==> config.mk <==
export PLATFORM = sky130hd
export DESIGN_NAME = rtcai_irq_timeouts
export DESIGN_NICKNAME = d
export VERILOG_FILES = /design/src/hw/rtcai_pkg.sv /design/src/hw/rtcai_irq_timeouts.sv
export SDC_FILE = /design/constraint.sdc
export NUM_CORES = 1
export LEC_CHECK = 0
export BUFFER_PORTS_ARGS = -buffer_cell sky130_fd_sc_hd__buf_2
export CORE_UTILIZATION = 58
export DETAILED_ROUTE_END_ITERATION = 6
export PLACE_DENSITY = 0.8
export REMOVE_ABC_BUFFERS = 1
export SKIP_CTS_REPAIR_TIMING = 1
export SLEW_MARGIN = 10
export SYNTH_ARGS = -nofsm -noshare
export SYNTH_HDL_FRONTEND = slang
export SYNTH_SLANG_ARGS = --single-unit
==> constraint.sdc <==
create_clock -name clk -period 5 [get_ports clk]
set_input_delay 0.25 -clock clk [delete_from_list [all_inputs] [get_ports clk]]
set_output_delay 0.25 -clock clk [all_outputs]
set_load 0.1 [all_outputs]
==> src/hw/rtcai_pkg.sv <==
// constants for the rtc alarm, periodic, supply-fail and watchdog logic
// assumes a 100 MHz clk and a 32.768 kHz oscillator level on a pin
package rtcai_pkg;
	localparam int ADDR_W = 6;
	// register indices; byte address is four times the index
	localparam logic [3:0] IDX_ALM_SEC = 4'h1;
	localparam logic [3:0] IDX_ALM_MIN = 4'h3;
	localparam logic [3:0] IDX_ALM_HR = 4'h5;
	localparam logic [3:0] IDX_ALM_DATE = 4'h7;
	localparam logic [3:0] IDX_RATE = 4'hb;
	localparam logic [3:0] IDX_INTCTL = 4'hc;
	localparam logic [3:0] IDX_FLAGS = 4'hd;
	// intctl fields
	localparam int ALARM_IRQ_ENABLE = 0;
	localparam int PERIODIC_IRQ_ENABLE = 1;
	localparam int SUPPLY_FAIL_IRQ_ENABLE = 2;
	localparam int ALARM_IN_BACKUP_ENABLE = 3;
	// flags fields
	localparam int ALARM_FLAG = 0;
	localparam int PERIODIC_FLAG = 1;
	localparam int SUPPLY_FAIL_FLAG = 2;
	localparam int BATTERY_VALID_FLAG = 3;
	// rate fields: rate select [3:0], dog period select [6:4]
	localparam int RATE_SEL_LSB = 0;
	localparam int DOG_SEL_LSB = 4;
	localparam int ALARM_MASK_HI = 7;
	localparam int ALARM_MASK_LO = 6;
	localparam logic [7:0] ALM_RST = 8'h00;
	localparam logic [3:0] INTCTL_RST = 4'h0;
	localparam logic [6:0] RATE_RST = 7'h00;
	// timing
	localparam longint CLK_PERIOD_NS = 10;
	localparam longint FLAGS_HOLD_NS = 50;
	localparam logic [2:0] FLAGS_HOLD_CYC = 3'((FLAGS_HOLD_NS + CLK_PERIOD_NS - 1) / CLK_PERIOD_NS);
	localparam longint OSC_HZ = 32768;
	localparam longint DOG_BASE_NS = 23437500;
	localparam longint DOG_RST_BASE_NS = 3906250;
	localparam int DOG_BASE_TICKS = int'(DOG_BASE_NS * OSC_HZ / 64'd1000000000);
	localparam int DOG_RST_BASE_TICKS = int'(DOG_RST_BASE_NS * OSC_HZ / 64'd1000000000);
	localparam int DOG_DEF_SHIFT = 6;
	localparam int DOG_LONG_SHIFT = 7;
	localparam int WPT_CYCLES_DEF = 16;
	localparam logic [2:0] BVF_SETTLE = 3'h4;
	typedef enum logic {DOG_WATCH, DOG_PULSE} rtcai_dog_type;
endpackage : rtcai_pkg

==> src/hw/rtcai_irq_timeouts.sv <==
// alarm compare, periodic, supply-fail and watchdog sources with apb registers
// assumes clock counters and a one-cycle update strobe from logic on clk
//
// The APB register port was decided locally.
`timescale 1ns/1ps
// What this block does
// - alarm bytes at indices 1,3,5,7
// - compare counters on each update strobe
// - full unmasked match sets alarm flag
// - alarm flag with enable drives interrupt
// - flags read clears alarm condition
// - mask bits 7 and 6 both set
// - mask patterns give second to monthly rates
// - interrupt released during battery backup
// - backup alarm enable keeps alarm interrupt
// - alarm enable cleared by power-on reset
// - supply fail sets flag, optional interrupt
// - cpu reset follows write-protect delay later
// - supply-fail enable cleared at power-up
// - battery checked at power-up into flag
// - dog select picks timeout and pulse
// - rate select zero off, else doubling
// - flags read clears alarm, periodic and supply-fail flags, releases interrupt
// - periodic flag at rate, optional interrupt
// - missed toggle pulses reset, holds expired
module rtcai_irq_timeouts
	import rtcai_pkg::*;
#(
	parameter int DOG_TICKS = DOG_BASE_TICKS,
	parameter int DOG_RST_TICKS = DOG_RST_BASE_TICKS,
	parameter int WPT_CYCLES = WPT_CYCLES_DEF
) (
	input wire logic clk,
	input wire logic rst_n,
	input wire logic [ADDR_W-1:0] paddr,
	input wire logic psel,
	input wire logic penable,
	input wire logic pwrite,
	input wire logic [31:0] pwdata,
	output logic [31:0] prdata,
	output logic pready,
	output logic pslverr,
	input wire logic [7:0] curSeconds,
	input wire logic [7:0] curMinutes,
	input wire logic [7:0] curHours,
	input wire logic [7:0] curDate,
	input wire logic updateStrobe,
	input wire logic oscIn,
	input wire logic dogIn,
	input wire logic supplyFail,
	input wire logic backupMode,
	input wire logic batteryLow,
	output logic irqOut,
	output logic irqOe_n,
	output logic cpuRstOut,
	output logic cpuRstOe_n,
	output logic dogExpiredOut_n
);
	logic [4:0] pinRaw;
	logic [4:0] pinQ;
	logic oscPrev_q, dogPrev_q, pfPrev_q;
	logic oscRise, dogEdge, pfRise, inBackup;
	logic [7:0] alarm_q [4];
	logic [7:0] curVal [4];
	logic [3:0] byteHit;
	logic alarmHit;
	logic [3:0] intctl_q;
	logic [6:0] rate_q;
	logic [3:0] flags_q;
	logic [3:0] clrMask;
	logic [3:0] rateSel;
	logic [2:0] dogSel;
	logic [13:0] perCnt_q, perLimit;
	logic perHit;
	logic [31:0] wptCnt_q;
	logic pfReset_q;
	logic [2:0] startCnt_q;
	rtcai_dog_type dogState_q;
	logic [16:0] dogCnt_q, dogLimit, pulseLimit;
	logic dogEn;
	logic irqIdle_q, rstIdle_q, dogOk_q;
	logic [3:0] idx;
	logic mapped, isFlagsRd, access, done;
	logic [2:0] holdCnt_q;
	logic pready_q, pready_d, pslverr_q;
	logic [31:0] prdata_q, rdVal;

	// pins from outside pass three flops; a change counts when the last two agree
	assign pinRaw = {batteryLow, backupMode, supplyFail, dogIn, oscIn};
	for (genvar g = 0; g < 5; g++) begin : g_sync
		logic s1, s2, s3, q;
		always_ff @(posedge clk) begin
			if (!rst_n) begin
				s1 <= 1'b0;
				s2 <= 1'b0;
				s3 <= 1'b0;
				q <= 1'b0;
			end else begin
				s1 <= pinRaw[g];
				s2 <= s1;
				s3 <= s2;
				if (s2 == s3) begin
					q <= s3;
				end
			end
		end
		assign pinQ[g] = q;
	end

	always_ff @(posedge clk) begin
		if (!rst_n) begin
			oscPrev_q <= 1'b0;
			dogPrev_q <= 1'b0;
			pfPrev_q <= 1'b0;
		end else begin
			oscPrev_q <= pinQ[0];
			dogPrev_q <= pinQ[1];
			pfPrev_q <= pinQ[2];
		end
	end
	assign oscRise = pinQ[0] & ~oscPrev_q;
	assign dogEdge = pinQ[1] ^ dogPrev_q;
	assign pfRise = pinQ[2] & ~pfPrev_q;
	assign inBackup = pinQ[3];

	// alarm compare, one byte per lane
	assign curVal[0] = curSeconds;
	assign curVal[1] = curMinutes;
	assign curVal[2] = curHours;
	assign curVal[3] = curDate;
	for (genvar b = 0; b < 4; b++) begin : g_cmp
		assign byteHit[b] = (alarm_q[b][ALARM_MASK_HI] & alarm_q[b][ALARM_MASK_LO])
			| (alarm_q[b] == curVal[b]);
	end
	assign alarmHit = updateStrobe & (&byteHit);

	// periodic divider on oscillator ticks
	assign rateSel = rate_q[RATE_SEL_LSB +: 4];
	assign dogSel = rate_q[DOG_SEL_LSB +: 3];
	assign perLimit = (rateSel == 4'h0) ? 14'h0000 : 14'((15'h0001 << (rateSel - 4'h1)) - 15'h0001);
	assign perHit = oscRise & (rateSel != 4'h0) & (perCnt_q == perLimit);
	always_ff @(posedge clk) begin
		if (!rst_n || rateSel == 4'h0) begin
			perCnt_q <= 14'h0000;
		end else if (oscRise) begin
			perCnt_q <= perHit ? 14'h0000 : perCnt_q + 14'h0001;
		end
	end

	// cpu reset trails the supply-fail interrupt by the write-protect delay
	always_ff @(posedge clk) begin
		if (!rst_n || !pinQ[2]) begin
			wptCnt_q <= 32'h0;
			pfReset_q <= 1'b0;
		end else if (wptCnt_q == 32'(WPT_CYCLES)) begin
			pfReset_q <= 1'b1;
		end else begin
			wptCnt_q <= wptCnt_q + 32'h1;
		end
	end

	// watchdog periods; 000 and 111 are the long settings
	always_comb begin
		unique case (dogSel)
			3'b000: begin
				dogLimit = 17'(DOG_TICKS << DOG_DEF_SHIFT);
				pulseLimit = 17'(DOG_RST_TICKS << DOG_DEF_SHIFT);
			end
			3'b111: begin
				dogLimit = 17'(DOG_TICKS << DOG_LONG_SHIFT);
				pulseLimit = 17'(DOG_RST_TICKS << DOG_LONG_SHIFT);
			end
			default: begin
				dogLimit = 17'(DOG_TICKS << (dogSel - 3'h1));
				pulseLimit = 17'(DOG_RST_TICKS << (dogSel - 3'h1));
			end
		endcase
	end
	assign dogEn = ~inBackup & ~pinQ[2];

	always_ff @(posedge clk) begin
		if (!rst_n || !dogEn) begin
			dogState_q <= DOG_WATCH;
			dogCnt_q <= 17'h0;
			dogOk_q <= 1'b1;
		end else begin
			if (dogEdge) begin
				dogOk_q <= 1'b1;
			end
			unique case (dogState_q)
				DOG_WATCH: begin
					if (dogEdge) begin
						dogCnt_q <= 17'h0;
					end else if (oscRise) begin
						// at or past the limit, so a shorter setting cannot let the count run on
						if (dogCnt_q >= dogLimit - 17'h1) begin
							dogState_q <= DOG_PULSE;
							dogCnt_q <= 17'h0;
							dogOk_q <= 1'b0;
						end else begin
							dogCnt_q <= dogCnt_q + 17'h1;
						end
					end
				end
				DOG_PULSE: begin
					if (oscRise) begin
						if (dogCnt_q >= pulseLimit - 17'h1) begin
							dogState_q <= DOG_WATCH;
							dogCnt_q <= 17'h0;
						end else begin
							dogCnt_q <= dogCnt_q + 17'h1;
						end
					end
				end
			endcase
		end
	end

	// apb slave: one wait state, flags reads wait for the address hold
	assign idx = paddr[5:2];
	assign mapped = (paddr[1:0] == 2'b00) & (idx == IDX_ALM_SEC | idx == IDX_ALM_MIN | idx == IDX_ALM_HR
		| idx == IDX_ALM_DATE | idx == IDX_RATE | idx == IDX_INTCTL | idx == IDX_FLAGS);
	assign isFlagsRd = mapped & ~pwrite & (idx == IDX_FLAGS);
	assign access = psel & penable;
	assign done = access & pready_q;
	assign pready_d = access & ~pready_q & (~isFlagsRd | holdCnt_q >= FLAGS_HOLD_CYC - 3'h1);

	always_comb begin
		rdVal = 32'h0;
		unique case (idx)
			IDX_ALM_SEC: rdVal[7:0] = alarm_q[0];
			IDX_ALM_MIN: rdVal[7:0] = alarm_q[1];
			IDX_ALM_HR: rdVal[7:0] = alarm_q[2];
			IDX_ALM_DATE: rdVal[7:0] = alarm_q[3];
			IDX_RATE: rdVal[6:0] = rate_q;
			IDX_INTCTL: rdVal[3:0] = intctl_q;
			IDX_FLAGS: rdVal[3:0] = flags_q;
			default: rdVal = 32'h0;
		endcase
	end

	always_ff @(posedge clk) begin
		if (!rst_n || !psel || done || !isFlagsRd) begin
			holdCnt_q <= 3'h0;
		end else if (holdCnt_q != 3'h7) begin
			holdCnt_q <= holdCnt_q + 3'h1;
		end
	end

	always_ff @(posedge clk) begin
		if (!rst_n) begin
			pready_q <= 1'b0;
			pslverr_q <= 1'b0;
			prdata_q <= 32'h0;
		end else begin
			pready_q <= pready_d;
			if (pready_d) begin
				pslverr_q <= ~mapped;
				prdata_q <= (mapped & ~pwrite) ? rdVal : 32'h0;
			end
		end
	end

	always_ff @(posedge clk) begin
		if (!rst_n) begin
			for (int i = 0; i < 4; i++) begin
				alarm_q[i] <= ALM_RST;
			end
			intctl_q <= INTCTL_RST;
			rate_q <= RATE_RST;
		end else if (done && pwrite && mapped) begin
			unique case (idx)
				IDX_ALM_SEC: alarm_q[0] <= pwdata[7:0];
				IDX_ALM_MIN: alarm_q[1] <= pwdata[7:0];
				IDX_ALM_HR: alarm_q[2] <= pwdata[7:0];
				IDX_ALM_DATE: alarm_q[3] <= pwdata[7:0];
				IDX_RATE: rate_q <= pwdata[6:0];
				IDX_INTCTL: intctl_q <= pwdata[3:0];
				default: ;
			endcase
		end
	end

	// only flags the host actually saw are cleared; a new event wins
	assign clrMask = (done && isFlagsRd) ? (prdata_q[3:0] & 4'b0111) : 4'h0;
	always_ff @(posedge clk) begin
		if (!rst_n) begin
			flags_q <= 4'(1 << BATTERY_VALID_FLAG);
			startCnt_q <= 3'h0;
		end else begin
			flags_q[ALARM_FLAG] <= (flags_q[ALARM_FLAG] & ~clrMask[ALARM_FLAG]) | alarmHit;
			flags_q[PERIODIC_FLAG] <= (flags_q[PERIODIC_FLAG] & ~clrMask[PERIODIC_FLAG]) | perHit;
			flags_q[SUPPLY_FAIL_FLAG] <= (flags_q[SUPPLY_FAIL_FLAG] & ~clrMask[SUPPLY_FAIL_FLAG]) | pfRise;
			// synchronisers are cleared by reset too; read the battery pin once they have refilled
			if (startCnt_q != BVF_SETTLE + 3'h1) begin
				startCnt_q <= startCnt_q + 3'h1;
				if (startCnt_q == BVF_SETTLE) begin
					flags_q[BATTERY_VALID_FLAG] <= ~pinQ[4];
				end
			end
		end
	end

	// outputs
	always_ff @(posedge clk) begin
		if (!rst_n) begin
			irqIdle_q <= 1'b1;
			rstIdle_q <= 1'b1;
		end else begin
			if (inBackup) begin
				irqIdle_q <= ~(intctl_q[ALARM_IN_BACKUP_ENABLE] & intctl_q[ALARM_IRQ_ENABLE]
					& flags_q[ALARM_FLAG]);
			end else begin
				irqIdle_q <= ~((flags_q[ALARM_FLAG] & intctl_q[ALARM_IRQ_ENABLE])
					| (flags_q[PERIODIC_FLAG] & intctl_q[PERIODIC_IRQ_ENABLE])
					| (flags_q[SUPPLY_FAIL_FLAG] & intctl_q[SUPPLY_FAIL_IRQ_ENABLE]));
			end
			rstIdle_q <= ~(pfReset_q | (dogState_q == DOG_PULSE));
		end
	end
	assign irqOut = 1'b0;
	assign irqOe_n = irqIdle_q;
	assign cpuRstOut = 1'b0;
	assign cpuRstOe_n = rstIdle_q;
	assign dogExpiredOut_n = dogOk_q;
	assign prdata = prdata_q;
	assign pready = pready_q;
	assign pslverr = pslverr_q;
endmodule : rtcai_irq_timeouts

* Yosys cells after proc, flatten, opt, wreduce, memory -nomap -nowiden *
Memory sizes are Yosys's and may differ from the RTL's.
Cells that the tools add are included.

operators by class
  bitwise logic cells = 63
  magnitude comparators = 3
  equality and inequality tests = 24
  shift operators = 3
  reduce and logical (&&, ||, !) cells = 23
  add/subtract/negate cells = 10
  multiplexer cells = 48

operators by type and width
  operator                                             count
  case mux 17 bit (2 select lines)                     3
  2-to-1 mux 17 bit                                    5
  2-to-1 mux 8 bit                                     5
  greater-or-equal comparator 17 bit                   2
  subtractor 17 x 1 -> 17 bit (second input constant)  2
  adder 32 x 1 -> 32 bit (second input constant)       1
  == test 32 x 5 -> 1 bit (second input constant)      1
  == test 8 bit                                        4
  2-to-1 mux 1 bit                                     28
  2-to-1 mux 14 bit                                    2
  case mux 4 bit (7 select lines)                      1
  AND 1 bit                                            25
  OR 1 bit                                             21
  adder 17 x 1 -> 17 bit (second input constant)       1
  << shifter 10 x 3 -> 17 bit (first input constant)   1
  << shifter 8 x 3 -> 17 bit (first input constant)    1
  inverter 1 bit                                       16
  case mux 3 bit (5 select lines)                      1
  adder 14 x 1 -> 14 bit (second input constant)       1
  == test 14 bit                                       1
  << shifter 1 x 4 -> 14 bit (first input constant)    1
  subtractor 14 x 1 -> 14 bit (second input constant)  1
  == test 4 bit (second input constant)                3
  != test 3 bit (second input constant)                3
  23 further kinds                                     44

word-level totals
  input bits = 81
  logic and storage cells = 215
  output and inout bits = 39
  bits in registers = 146
  bits in writable memories = 32
  memories = 1

memory list
  name     words  bits a word  read ports  clocked after Yosys merged registers in  wr ports  RTL line                  text
  alarm_q  4      8            4           0                                        4         rtcai_irq_timeouts.sv:63  logic [7:0] alarm_q [4];

* Depth between registers and ports, before layout *
Gate-level depths: netlist (run 1).

  word-level depth = 15
  mapped depth = 21
  gate-level depth less buffers = 19

* Least setup slack after synthesis (run 1) *
No wires, ideal clock.

  path kind = register -> register
  start = reg rate_q[4]
  end = reg dogCnt_q[16]
  buffers on the path = 2
  setup slack = 975 ps
  data required time = 4,883 ps
  stages on the path, launching flop included = 22
  arrival = 3,907 ps
  setup time = 117 ps
  period minus slack after synthesis = 4,025 ps
  cell sequence = dfxtp_1 inv_1 ha_1 clkbuf_1 or3_1 o21ai_0 nand2_1 ha_1 nand2b_1 nor2_1 a21oi_1 o21ai_0 a221oi_1 ha_1 nand3_1 o221ai_1 a21oi_1 o211ai_1 a31oi_1 o311ai_2 buf_2 nor2_1

on the way
  longest elaborated chain between the ends = 9
  elaborated cells between the ends (all ways) = 17
  those cells by class = add/sub (3); order compare (2); eq/ne (1); shift (2); mux (8); reduce/logical (1)

RTL lines
  what                                RTL line                                              text
  start: declaration                  rtcai_irq_timeouts.sv:68                              logic [6:0] rate_q;
  start signal: assignment            rtcai_irq_timeouts.sv:277                             IDX_RATE: rate_q <= pwdata[6:0];
  subtractor 3 x 1 -> 3 bit           rtcai_irq_timeouts.sv:174, rtcai_irq_timeouts.sv:175
  << shifter 10 x 3 -> 17 bit         rtcai_irq_timeouts.sv:174                             dogLimit = 17'(DOG_TICKS << (dogSel - 3'h1));
  case mux 17 bit (2 select lines)    rtcai_irq_timeouts.sv:164                             unique case (dogSel)
  subtractor 17 x 1 -> 17 bit         rtcai_irq_timeouts.sv:196                             if (dogCnt_q >= dogLimit - 17'h1) begin
  greater-or-equal comparator 17 bit  rtcai_irq_timeouts.sv:196
  2-to-1 mux 17 bit                   rtcai_irq_timeouts.sv:196
  2-to-1 mux 17 bit                   rtcai_irq_timeouts.sv:194                             end else if (oscRise) begin
  2-to-1 mux 17 bit                   rtcai_irq_timeouts.sv:192                             if (dogEdge) begin
  case mux 17 bit (2 select lines) *  rtcai_irq_timeouts.sv:190                             unique case (dogState_q)
  end signal: assignment              rtcai_irq_timeouts.sv:201                             dogCnt_q <= dogCnt_q + 17'h1;
  end signal: assignment              rtcai_irq_timeouts.sv:211                             dogCnt_q <= dogCnt_q + 17'h1;
  end: declaration                    rtcai_irq_timeouts.sv:79                              logic [16:0] dogCnt_q, dogLimit, pulseLimit;

Every way passes the cells marked *; elsewhere a longest branch is shown, timed or not. The select of a mux whose other input is x is not followed.
A chain may end at the register's enable or synchronous reset.

* Final worst setup path (run 1) *
  start = reg rate_q[4]
  end = reg dogCnt_q[3]

Same word-level chain as after synthesis.

==> run summary, run 1 <==
The flow ran to the end, and the final reports show no timing, DRC or antenna violations. The clock period could shrink to 4.40 ns. met2 is the most crowded layer. For this design the ratio of total power to cell area is 277 mW/mm². For this run, the post-layout net count is 1188. The number of vias per cell after detailed routing came out at 5.72.

For the worst setup path, the data required time is 5.29 ns. The detailed router finished its first iteration with 609 violations. After synthesis, the mean cell area works out to 8.71 µm². The initial antenna violation count is 0.

The number of enable-type register cells in the synthesized netlist came out at 32. The data arrival time of the critical path came out at 4.69 ns. The maximum fanout count along the critical path is 15. The worst-case register-to-register setup slack came out at 0.60 ns. The H-tree generated during clock tree synthesis spans 4 levels. The met2 track utilization from global routing is 41.7%. From bottom edge to top edge, the die measures 126 µm. For this design the top-level I/O count stands at 120. The area added between synthesis and finish is 10.0%. Together, buffers and inverters on the worst path number 1. The placement row count came out at 44.

The core region is 0.0148 mm². Yosys mapped the design onto 77 distinct sky130hd cell types. The sequential fraction of the synthesis area is 38.2%. The final worst clock skew came out at 0.00611 ns. Walking the worst path, the cells encountered are inv_1 > ha_1 > or3_1 > o21ai_0 > nand2_1 > ha_1 > o221a_2 > nand3b_1 > o21ai_0 > a22oi_1 > o21ai_0 > ha_1 > o211ai_1 > nor4_1 > a31oi_1 > o311ai_4 > nor2_1. For met1 alone, demand over resource in global routing was 31.8%. In this run, synthesis produced a sequential element count of 154. The clock net sink count is 154. The slew at the pin with the worst max-slew slack is 1.12 ns.

The number of nets with antenna violations after routing is 0. After clock tree synthesis, the clock-pin slew on the worst setup and hold paths is 0.06 ns. The share of final-layout standard cells stronger than drive strength 1 is 12.9%. The fraction of registers with async set or reset after synthesis came out at 0%. The number of global-route vias before repair is 6770. The highest clock rate is 227 MHz.

Summed over all instances, the cell type with the most area after synthesis is dfxtp_1. The total count of max-transition violations in the final report is 0. The total global routing track utilization is 24.8%. The worst slew margin relative to its limit is 24.3%. The path category of the worst min-delay check is in2reg.

The library cell used as clock root buffer is clkbuf_16. The number of cells on the worst hold path came out at 2. The first global-routing pass estimated 31.9 mm of wire. The largest net degree at the start of global routing is 35. TritonCTS built the clock tree. Dividing the detail-routed wire length by the instance count gives 15.0 µm. The top cell type's share of synthesized area came out at 27.4%. For this design, the slowest cell found on the critical path is o311ai_4. The detailed-router iteration count before antenna repair came out at 6.

The die covers 0.0158 mm². The total leakage power is 0.00377 µW. The met3 layer usage reported by global route is 5.95%.

The number of endpoints failing setup at the final stage is 0. In this run the deepest clock path goes through 2 buffers. The total via count in the routed design came out at 7273.

The initial cell density of the core is 60.3%. Sorting the synthesized cells by area gives the leading types as dfxtp_1 (27%), edfxtp_1 (11%), xor2_1 (7.2%). The instance count on the critical path came out at 17. The biggest cell delay along the critical path came out at 0.66 ns. The number of buffer cells added on primary ports is 69. The area of all placed cells without fillers came out at 0.00979 mm².

After routing, the total negative slack on setup checks comes to 0 ns. Setup repair after global routing left no endpoint under its margin. The worst-case reg-to-reg path depth came out at 17. The final critical-path share of the clock period came out at 88.1%.

The wire-length estimate of the detail-placed layout is 13.8 mm. Yosys printed 0 warnings. The count of mapped cells out of synthesis came out at 1022. The worst supply voltage drop on vdd is 0.225 mV. The residual overflow from global routing is 0. The most used flip-flop cell after synthesis is dfxtp_1. The max capacitance violation total is 0. The family of cells with the greatest summed delay on the critical path is compound AO/OA/AOI/OAI gates. Once layout is complete, the utilization of the core stands at 66.4%. The final hold violation count is 0. The width of the chip is 126 µm.

The weighted congestion at the end of routability-driven global placement is 0.934. In this run, CTS created clock tree buffers numbering 17. The worst setup path is launched from a register. The DRC violation count after routing came out at 0. The wire length reported by the detailed router is 19.1 mm.

The worst setup path is of the reg2reg kind. The later-pin clock latency in the skew report came out at 0.43 ns. STA classifies the critical path endpoint as a register.

In this run the cell area measured after placement is 0.00922 mm². The netlist area before placement came out at 0.00890 mm².
[synthesized netlist by cell type, types with 18 or more instances]
library cell	number
edfxtp_1	32
nor2_1	110
nand3_1	38
o21ai_0	49
a21oi_1	51
and2_1	52
clkbuf_1	24
buf_4	28
xor2_1	73
xnor2_1	32
ha_1	34
dfxtp_1	122
mux2i_1	18
inv_1	29
nand2_1	83
nand4_1	21
[state kept, by name, indices dropped and copies added (netlist names), 7 cells and up]
name and count:
alarm_q 32, dogCnt_q 17, perCnt_q 14, prdata 8, rate_q 7, wptCnt_q 32
[cells in the final DEF, fill, tap and decap left out, types with 4 or more instances in the layout]
| cell | count |
|---|---|
| a211oi_1 | 5 |
| a21o_1 | 5 |
| a21oi_1 | 51 |
| a22o_1 | 10 |
| a22oi_1 | 11 |
| a31oi_1 | 8 |
| and2_1 | 52 |
| and3_1 | 9 |
| and4_1 | 6 |
| buf_2 | 69 |
| buf_4 | 9 |
| clkbuf_16 | 18 |
| conb_1 | 26 |
| dfxtp_1 | 122 |
| edfxtp_1 | 32 |
| ha_1 | 34 |
| inv_1 | 29 |
| inv_6 | 5 |
| mux2i_1 | 18 |
| nand2_1 | 83 |
| nand2b_1 | 10 |
| nand3_1 | 38 |
| nand4_1 | 21 |
| nor2_1 | 110 |
| nor2b_1 | 12 |
| nor3_1 | 16 |
| nor3_2 | 11 |
| nor4_1 | 16 |
| o211ai_1 | 4 |
| o21a_1 | 5 |
| o21ai_0 | 49 |
| o21ai_1 | 6 |
| o22ai_1 | 5 |
| or2_2 | 6 |
| or3_1 | 7 |
| xnor2_1 | 32 |
| xor2_1 | 73 |
[final timing paths]
path / startpoint / end
hold reg to reg: g_sync[3].s1 / g_sync[3].s2
setup / recovery: rate_q[4] / dogCnt_q[3]
setup reg to reg: rate_q[4] / dogCnt_q[3]
hold / removal: supplyFail / g_sync[2].s1
[routing by layer]
metal,up-vias,part of all wire [%]
li1,3662,-
met1,3373,45
met2,204,47
met3,34,5.5
met4,0,1.9
met5,-,0
[worst register-to-register path, cell delays in order (launching register included)]
cell and delay, ns:
dfxtp_1 0.43, inv_1 0.13, ha_1 0.31, or3_1 0.37, o21ai_0 0.20, nand2_1 0.17, ha_1 0.31, o221a_2 0.19
nand3b_1 0.09, o21ai_0 0.08, a22oi_1 0.13, o21ai_0 0.13, ha_1 0.31, o211ai_1 0.12, nor4_1 0.29, a31oi_1 0.25
o311ai_4 0.66, nor2_1 0.12
[stage by stage]
stage / power [µW] / cells / hold slack (ns) / setup WS (ns)
CTS: 2730 / 1270 / 0.0182 / 0.404
finish: 2710 / 1271 / 0.0327 / 0.597
global placement: 1530 / 1238 / 0.414 / 0.552
global route: 2790 / 1270 / 0.0403 / 0.126
detailed placement: 1530 / 1238 / 0.420 / 0.416
floorplan: 1470 / 976 / 0.312 / 0.826
[final cells by class]
type                            count  area, µm²
Fill cell                        1211       4960
Clock buffer                       18        450
Inverter                           30        113
Timing Repair Buffer               78        413
Multi-Input combinational cell    792       5070
Antenna cell                        1       2.50
Tap cell                          184        230
Clock inverter                     14        110
Sequential cell                   154       3400
[cell families (layout without fill, tap and decap cells)]
| logic type | after synthesis | count (layout) | share of synthesized area (%) |
|---|---|---|---|
| AOI/OAI and AO/OA | 192 | 192 | 13.9 |
| xor gates and xnor gates | 105 | 105 | 10.3 |
| adders and majority gates | 34 | 34 | 4.78 |
| buffers and inverters | 101 | 140 | 6.05 |
| DFF | 154 | 154 | 38.2 |
| muxes | 20 | 20 | 2.28 |
| other | 1 | 27 | 0.0421 |
| and+or+nand+nor | 415 | 415 | 24.3 |
[report_power, final]
part	leakage [µW]	total [µW]	switching [µW]	internal, µW
clock network	0.000271	1210	537	673
registers	0.00132	1300	13.5	1280
logic	0.00218	206	160	45.8
(Power assumes the default switching activity.)
==> inputs of run 2 (changes only) <==
Settings changed: PLACE_DENSITY 0.8 to 0.92.
==> run summary, run 2 (synthesis gave the netlist of run 1 again) <==
The total chip power is 2770 µW. The detailed-router iteration count before antenna repair came out at 7. The core region is 0.0148 mm².

The highest clock rate came out at 235 MHz. The H-tree was split into 4 levels. The most crowded layer after global routing is met2. The number of antenna repair diodes is 0.

The placement row count came out at 44. The data arrival time of the critical path is 4.62 ns. The total clock buffers created by CTS came out at 17. The net switching power figure is 703 µW. The routed wirelength normalized by instance count came out at 16.3 µm. The startpoint of the worst hold path is supplyFail. After clock tree synthesis, the clock-pin slew on the worst setup and hold paths is 0.06 ns. The final hold violation count is 0. The sequential group share of total power came out at 46.9%. The top cell types in the final layout, fill and taps aside, are dfxtp_1 (122), nor2_1 (110), nand2_1 (83).

The number of global-route vias before repair is 7026. Global routing used 44.8% of the available met2 tracks. The run finished, with violations left. The total count of max-transition violations in the final report came out at 0. The die area came out at 0.0158 mm². For this design the top-level I/O count stands at 120. The maximum fanout count along the critical path is 17. The multi-input combinational cells in the finished layout cover a total of 0.00506 mm². Cell internal power was estimated by the tool at 2070 µW. The worst setup path is captured at a register. By instance count, the cell type seen most on the critical path is ha_1. For the finished layout, the period the worst path requires is 4.25 ns. The number of vias per cell after detailed routing is 6.04. The element type at the critical path start is a register. The share of final-layout standard cells stronger than drive strength 1 came out at 12.9%. The clock tree buffer depth came out at 2.

The weighted congestion at the end of routability-driven global placement is 0.947. The residual overflow from global routing is 0. The biggest cell delay along the critical path is 0.57 ns.

The ratio of total power to cell area came out at 283 mW/mm². The number of endpoints failing setup at the final stage is 0. The DRC violation count after routing came out at 6. The filler cells instantiated in the layout total 1133. The source of the worst register-to-register timing path is rate_q[5].

The library cell used as clock root buffer is clkbuf_16. The initial antenna violation count came out at 0. The initial cell density of the core came out at 60.3%. Of the total power, the share spent switching nets is 25.4%. Traced cell by cell, the critical path runs through ha_1 > o21ai_0 > nand2_1 > ha_1 > nand2b_1 > nor2_1 > a21oi_1 > o21ai_0 > a221oi_1 > ha_1 > nand3_1 > o221ai_1 > a21oi_1 > o211ai_1 > a31oi_1 > o311ai_2 > buf_4 > nor2_1. The worst endpoint required time came out at 5.36 ns. From bottom edge to top edge, the die measures 126 µm.

The total leakage power came out at 0.00378 µW. The worst supply voltage drop on vdd is 0.235 mV. Global routing used 33.2% of the available met1 tracks.

TritonCTS built the clock tree. The wire length reported by the detailed router came out at 20.7 mm. From left edge to right edge, the die measures 126 µm. Counting every sink on the clock net gives 154. The number of buffer cells added on primary ports is 69. The largest registers in the layout are alarm_q x32, wptCnt_q x32, dogCnt_q x17. The final worst clock skew is 0.0103 ns.

The total via count in the routed design came out at 7675. The combinational fraction of design power is 7.6%. The power share of the clock group is 45.5%. The wire length of the first global-routing pass came out at 34.1 mm. The library cell used most frequently in the layout, excluding fill and tap cells, is dfxtp_1. The number of nets with antenna violations after routing is 0. The number of DRC markers in iteration 0 came out at 980. Setup repair after global routing left no endpoint under its margin.

Across every metal layer, demand over resource in global routing totals 26.6%. The worst setup path is of the reg2reg kind. The largest net degree at the start of global routing came out at 35. The total area of sequential cells came out at 0.00340 mm². The start point of the critical path is rate_q[5]. The total half-perimeter wirelength after legalization and detailed placement is 14.3 mm. Global routing consumed, on the met3 layer, 6.16% of the routing resources. Headroom to the max-slew limit came out at 23.6%. The max capacitance violation total is 0. The slew at the pin with the worst max-slew slack is 1.13 ns. Summed over all failing endpoints, the final setup total negative slack is 0 ns. The checks that failed: DRC.

The slowest cell on the critical path is ha_1. Dividing the final minimum period by the clock period gives 85.0%. The layout net count came out at 1189.

The path category of the worst min-delay check is in2reg. The area added between synthesis and finish is 10.1%. Clock latency on the worst-skew pair, taken at its later pin, is 0.43 ns.
run 2: stage by stage:
| stage | area, µm² | hold WS (ns) | instances | worst slack, ns | utilization (%) |
|---|---|---|---|---|---|
| after detailed placement | 9230 | 0.417 | 1239 | 0.883 | 62.5 |
| after CTS | 9800 | 0.0174 | 1271 | 0.819 | 66.4 |
| after global routing | 9800 | 0.0160 | 1271 | 0.267 | 66.4 |
| after floorplan | 8570 | 0.312 | 976 | 0.826 | - |
| final | 9800 | 0.0254 | 1271 | 0.749 | 66.4 |
| after global placement | 9230 | 0.417 | 1239 | 1.01 | 62.5 |
run 2: area by class of cell:
class	count	area share [%]
repair buffers	79	4.29
clock buffers	18	4.38
flip-flops and latches	154	34.7
multi-input cells	792	51.6
well taps	184	2.35
inverters	30	1.15
clock inverters	14	1.46
run 2: path summary, 6_finish.rpt:
check / to / slack (ns) / depth (start not counted)
worst max register to register: dogCnt_q[7] / 0.75 / 18
worst min-delay path: g_sync[2].s1 / 0.03 / 2
worst max-delay path: dogCnt_q[7] / 0.75 / 18
worst min register to register: g_sync[2].s2 / 0.43 / 1
run 2: routing by layer:
metal | up-vias | wire, µm | share of wire [%]
met4 | 0 | 611 | 3.0
met2 | 391 | 10000 | 49
met1 | 3573 | 8340 | 40
met5 | - | 0 | 0
met3 | 67 | 1660 | 8.0
li1 | 3644 | - | -
run 2: worst max-delay path, delay by kind of cell (launching register included):
| family | cells | cell delay [ns] |
|---|---|---|
| AO/OA/AOI/OAI | 9 | 1.68 |
| adder cells (fa/ha/maj) | 3 | 1.16 |
| AND/OR/NAND/NOR | 5 | 0.66 |
| flip-flops | 1 | 0.46 |
| buffers and inverters | 1 | 0.20 |
run 2: power by group through the flow:
stage	clock network [µW]	registers (µW)	logic [µW]
final	1260	1300	210
after global routing	1330	1300	221
after CTS	1270	1300	207
after detailed placement	0	1320	205
after global placement	0	1320	200
after floorplan	0	1330	141
==> inputs of run 3 (changes only) <==
Settings changed: MAX_ROUTING_LAYER from default to met4, TNS_END_PERCENT from default to 5.
==> run summary, run 3 (synthesis gave the netlist of run 1 again) <==
The run finished with clean final reports. The initial antenna violation count came to 0. The later-pin clock latency in the skew report came out at 0.43 ns. After detailed placement, the design holds a cell count of 1237. The ratio of total power to cell area is 280 mW/mm².

The total negative slack came out at 0 ns. Global routing used 27.4% of the available tracks across all layers. Pin placement for this block handled 120 I/O pins. Clock-pin slew was measured on the worst setup and hold paths at 0.06 ns.

The detailed router finished its first iteration with 783 violations. The total leakage power came out at 0.00377 µW. The number of antenna repair diodes is 0. Cells with a size suffix above 1 make up 12.5% of the layout.

The area added between synthesis and finish came out at 9.84%. The slowest cell on the critical path is ha_1. The path category of the worst min-delay check is in2reg. Before antenna repair, the detailed router went through 6 iterations. The die area is 0.0158 mm².

The floorplan has 44 rows. The clock net sink count came out at 154. The final hold violation count came out at 0. The residual overflow from global routing is 0.

The worst setup path is captured at a register. The clock tree buffer depth is 2. The highest clock rate is 231 MHz.

In the layout the commonest cells are dfxtp_1 (122), nor2_1 (110), nand2_1 (83). The library cell used most frequently in the layout, excluding fill and tap cells, is dfxtp_1. The wire length of the first global-routing pass is 33.9 mm. The depth of the CTS H-tree came out at 4. In this run the most critical hold path is launched from oscIn.

The number of vias per cell after detailed routing is 5.89. Entering global routing, the biggest net connects 35 pins. Once detailed placement completed, the half-perimeter wirelength came to 14.2 mm. The number of global-route vias before repair came out at 7152.

Setup violations remaining at the end of the flow were counted as 0. The minimum clock period came out at 4.33 ns. STA classifies the critical path startpoint as a register. The slew at the pin with the worst max-slew slack came out at 1.12 ns.

The weighted congestion at the end of routability-driven global placement is 0.948. The number of nets with antenna violations after routing came out at 0. The core outline area came out at 0.0148 mm². The cell that appears most often on the critical path is ha_1.

The die is 126 µm tall. The worst-case IR drop observed on VDD is 0.235 mV. For the final database, setup skew stands at 0.00690 ns. The routed wirelength normalized by instance count came out at 16.0 µm.

The biggest cell delay along the critical path came out at 0.56 ns. The total via count in the routed design came out at 7479. The max capacitance violation total came out at 0.

The worst-case register-to-register setup slack is 0.67 ns. The largest registers in the layout are alarm_q x32, wptCnt_q x32, dogCnt_q x17. The net count of the finished layout is 1187.

During placement, the flow inserted port buffers numbering 69. Buffers inserted during clock tree synthesis total 17. Setup slack on the critical path of the routed design comes to 0.672 ns. TritonCTS built the clock tree. The die is 126 µm wide. The startpoint identified for the worst register-to-register timing path is rate_q[5]. The post-placement setup slack is 0.815 ns. The final critical-path share of the clock period came out at 86.6%. The worst slew margin relative to its limit came out at 25.1%. The wire length reported by the detailed router is 20.3 mm. After layout, the design draws a total of 2740 µW.

The number of cells in the finished layout apart from fillers is 1269. Setup repair after global routing left no endpoint under its margin. The type of the worst setup path is reg2reg. The tree is rooted in a clkbuf_16. STA puts the critical path data required time at 5.37 ns. The initial utilization of the core area, before any placement, comes to 60.3%. The data arrival time of the critical path came out at 4.70 ns. The DRC violation count after routing came out at 0. Walking the worst path, the cells encountered are ha_1 > o21ai_0 > nand2_1 > ha_1 > nand2b_1 > nor2_1 > a21oi_1 > o21ai_0 > a221oi_1 > ha_1 > nand3_1 > o221ai_1 > a21oi_1 > o211ai_1 > a31oi_1 > o311ai_2 > buf_4 > nor2_1. The maximum fanout count along the critical path came out at 17.

The total count of max-transition violations in the final report is 0. Tracing the worst setup path back leads to its startpoint at rate_q[5].
## run 3: cell type report
class                      instances  area [µm²]
inverter                          30         113
tap                              184         230
multi-input combinational        792        5060
clock buffer                      23         478
clock inverter                     9        86.3
timing repair buffer              77         405
fill                            1143        4980
sequential                       154        3400
## run 3: metal layers
metal | part of all wire, % | track usage (%) | vias up
met4 | 2.9 | 10.5 | 0
met2 | 48 | 44.6 | 305
met3 | 7.0 | 5.56 | 64
met5 | 0 | - | -
met1 | 42 | 33.5 | 3475
li1 | - | - | 3635
## run 3: per-stage QoR
step | cell area, µm² | util (%) | hold WS (ns)
6_report | 9770 | 66.2 | 0.0198
5_1_grt | 9770 | 66.2 | 0.0172
2_1_floorplan | 8570 | - | 0.312
4_1_cts | 9770 | 66.2 | 0.0132
3_5_place_dp | 9210 | 62.4 | 0.419
3_3_place_gp | 9210 | 62.4 | 0.418
## run 3: critical path: cells and delay by family (launching register included)
kind / cells / cell delay [ns]
adders and majority gates: 3 / 1.14
DFF: 1 / 0.46
AOI/OAI and AO/OA: 9 / 1.79
buffers and inverters: 1 / 0.21
and+or+nand+nor: 5 / 0.65
## run 3: final timing paths
| kind | depth (start not counted) | end |
|---|---|---|
| worst max-delay path | 18 | dogCnt_q[3] |
| worst min-delay path | 2 | g_sync[0].s1 |
| worst min register to register | 1 | g_sync[3].s2 |
| worst max register to register | 18 | dogCnt_q[3] |
## run 3: power breakdown
group          internal [µW]  switching (µW)  total, µW  leakage, µW
logic                   45.6             163        208      0.00217
clock network            726             505       1230     0.000274
registers               1280            13.3       1300      0.00132
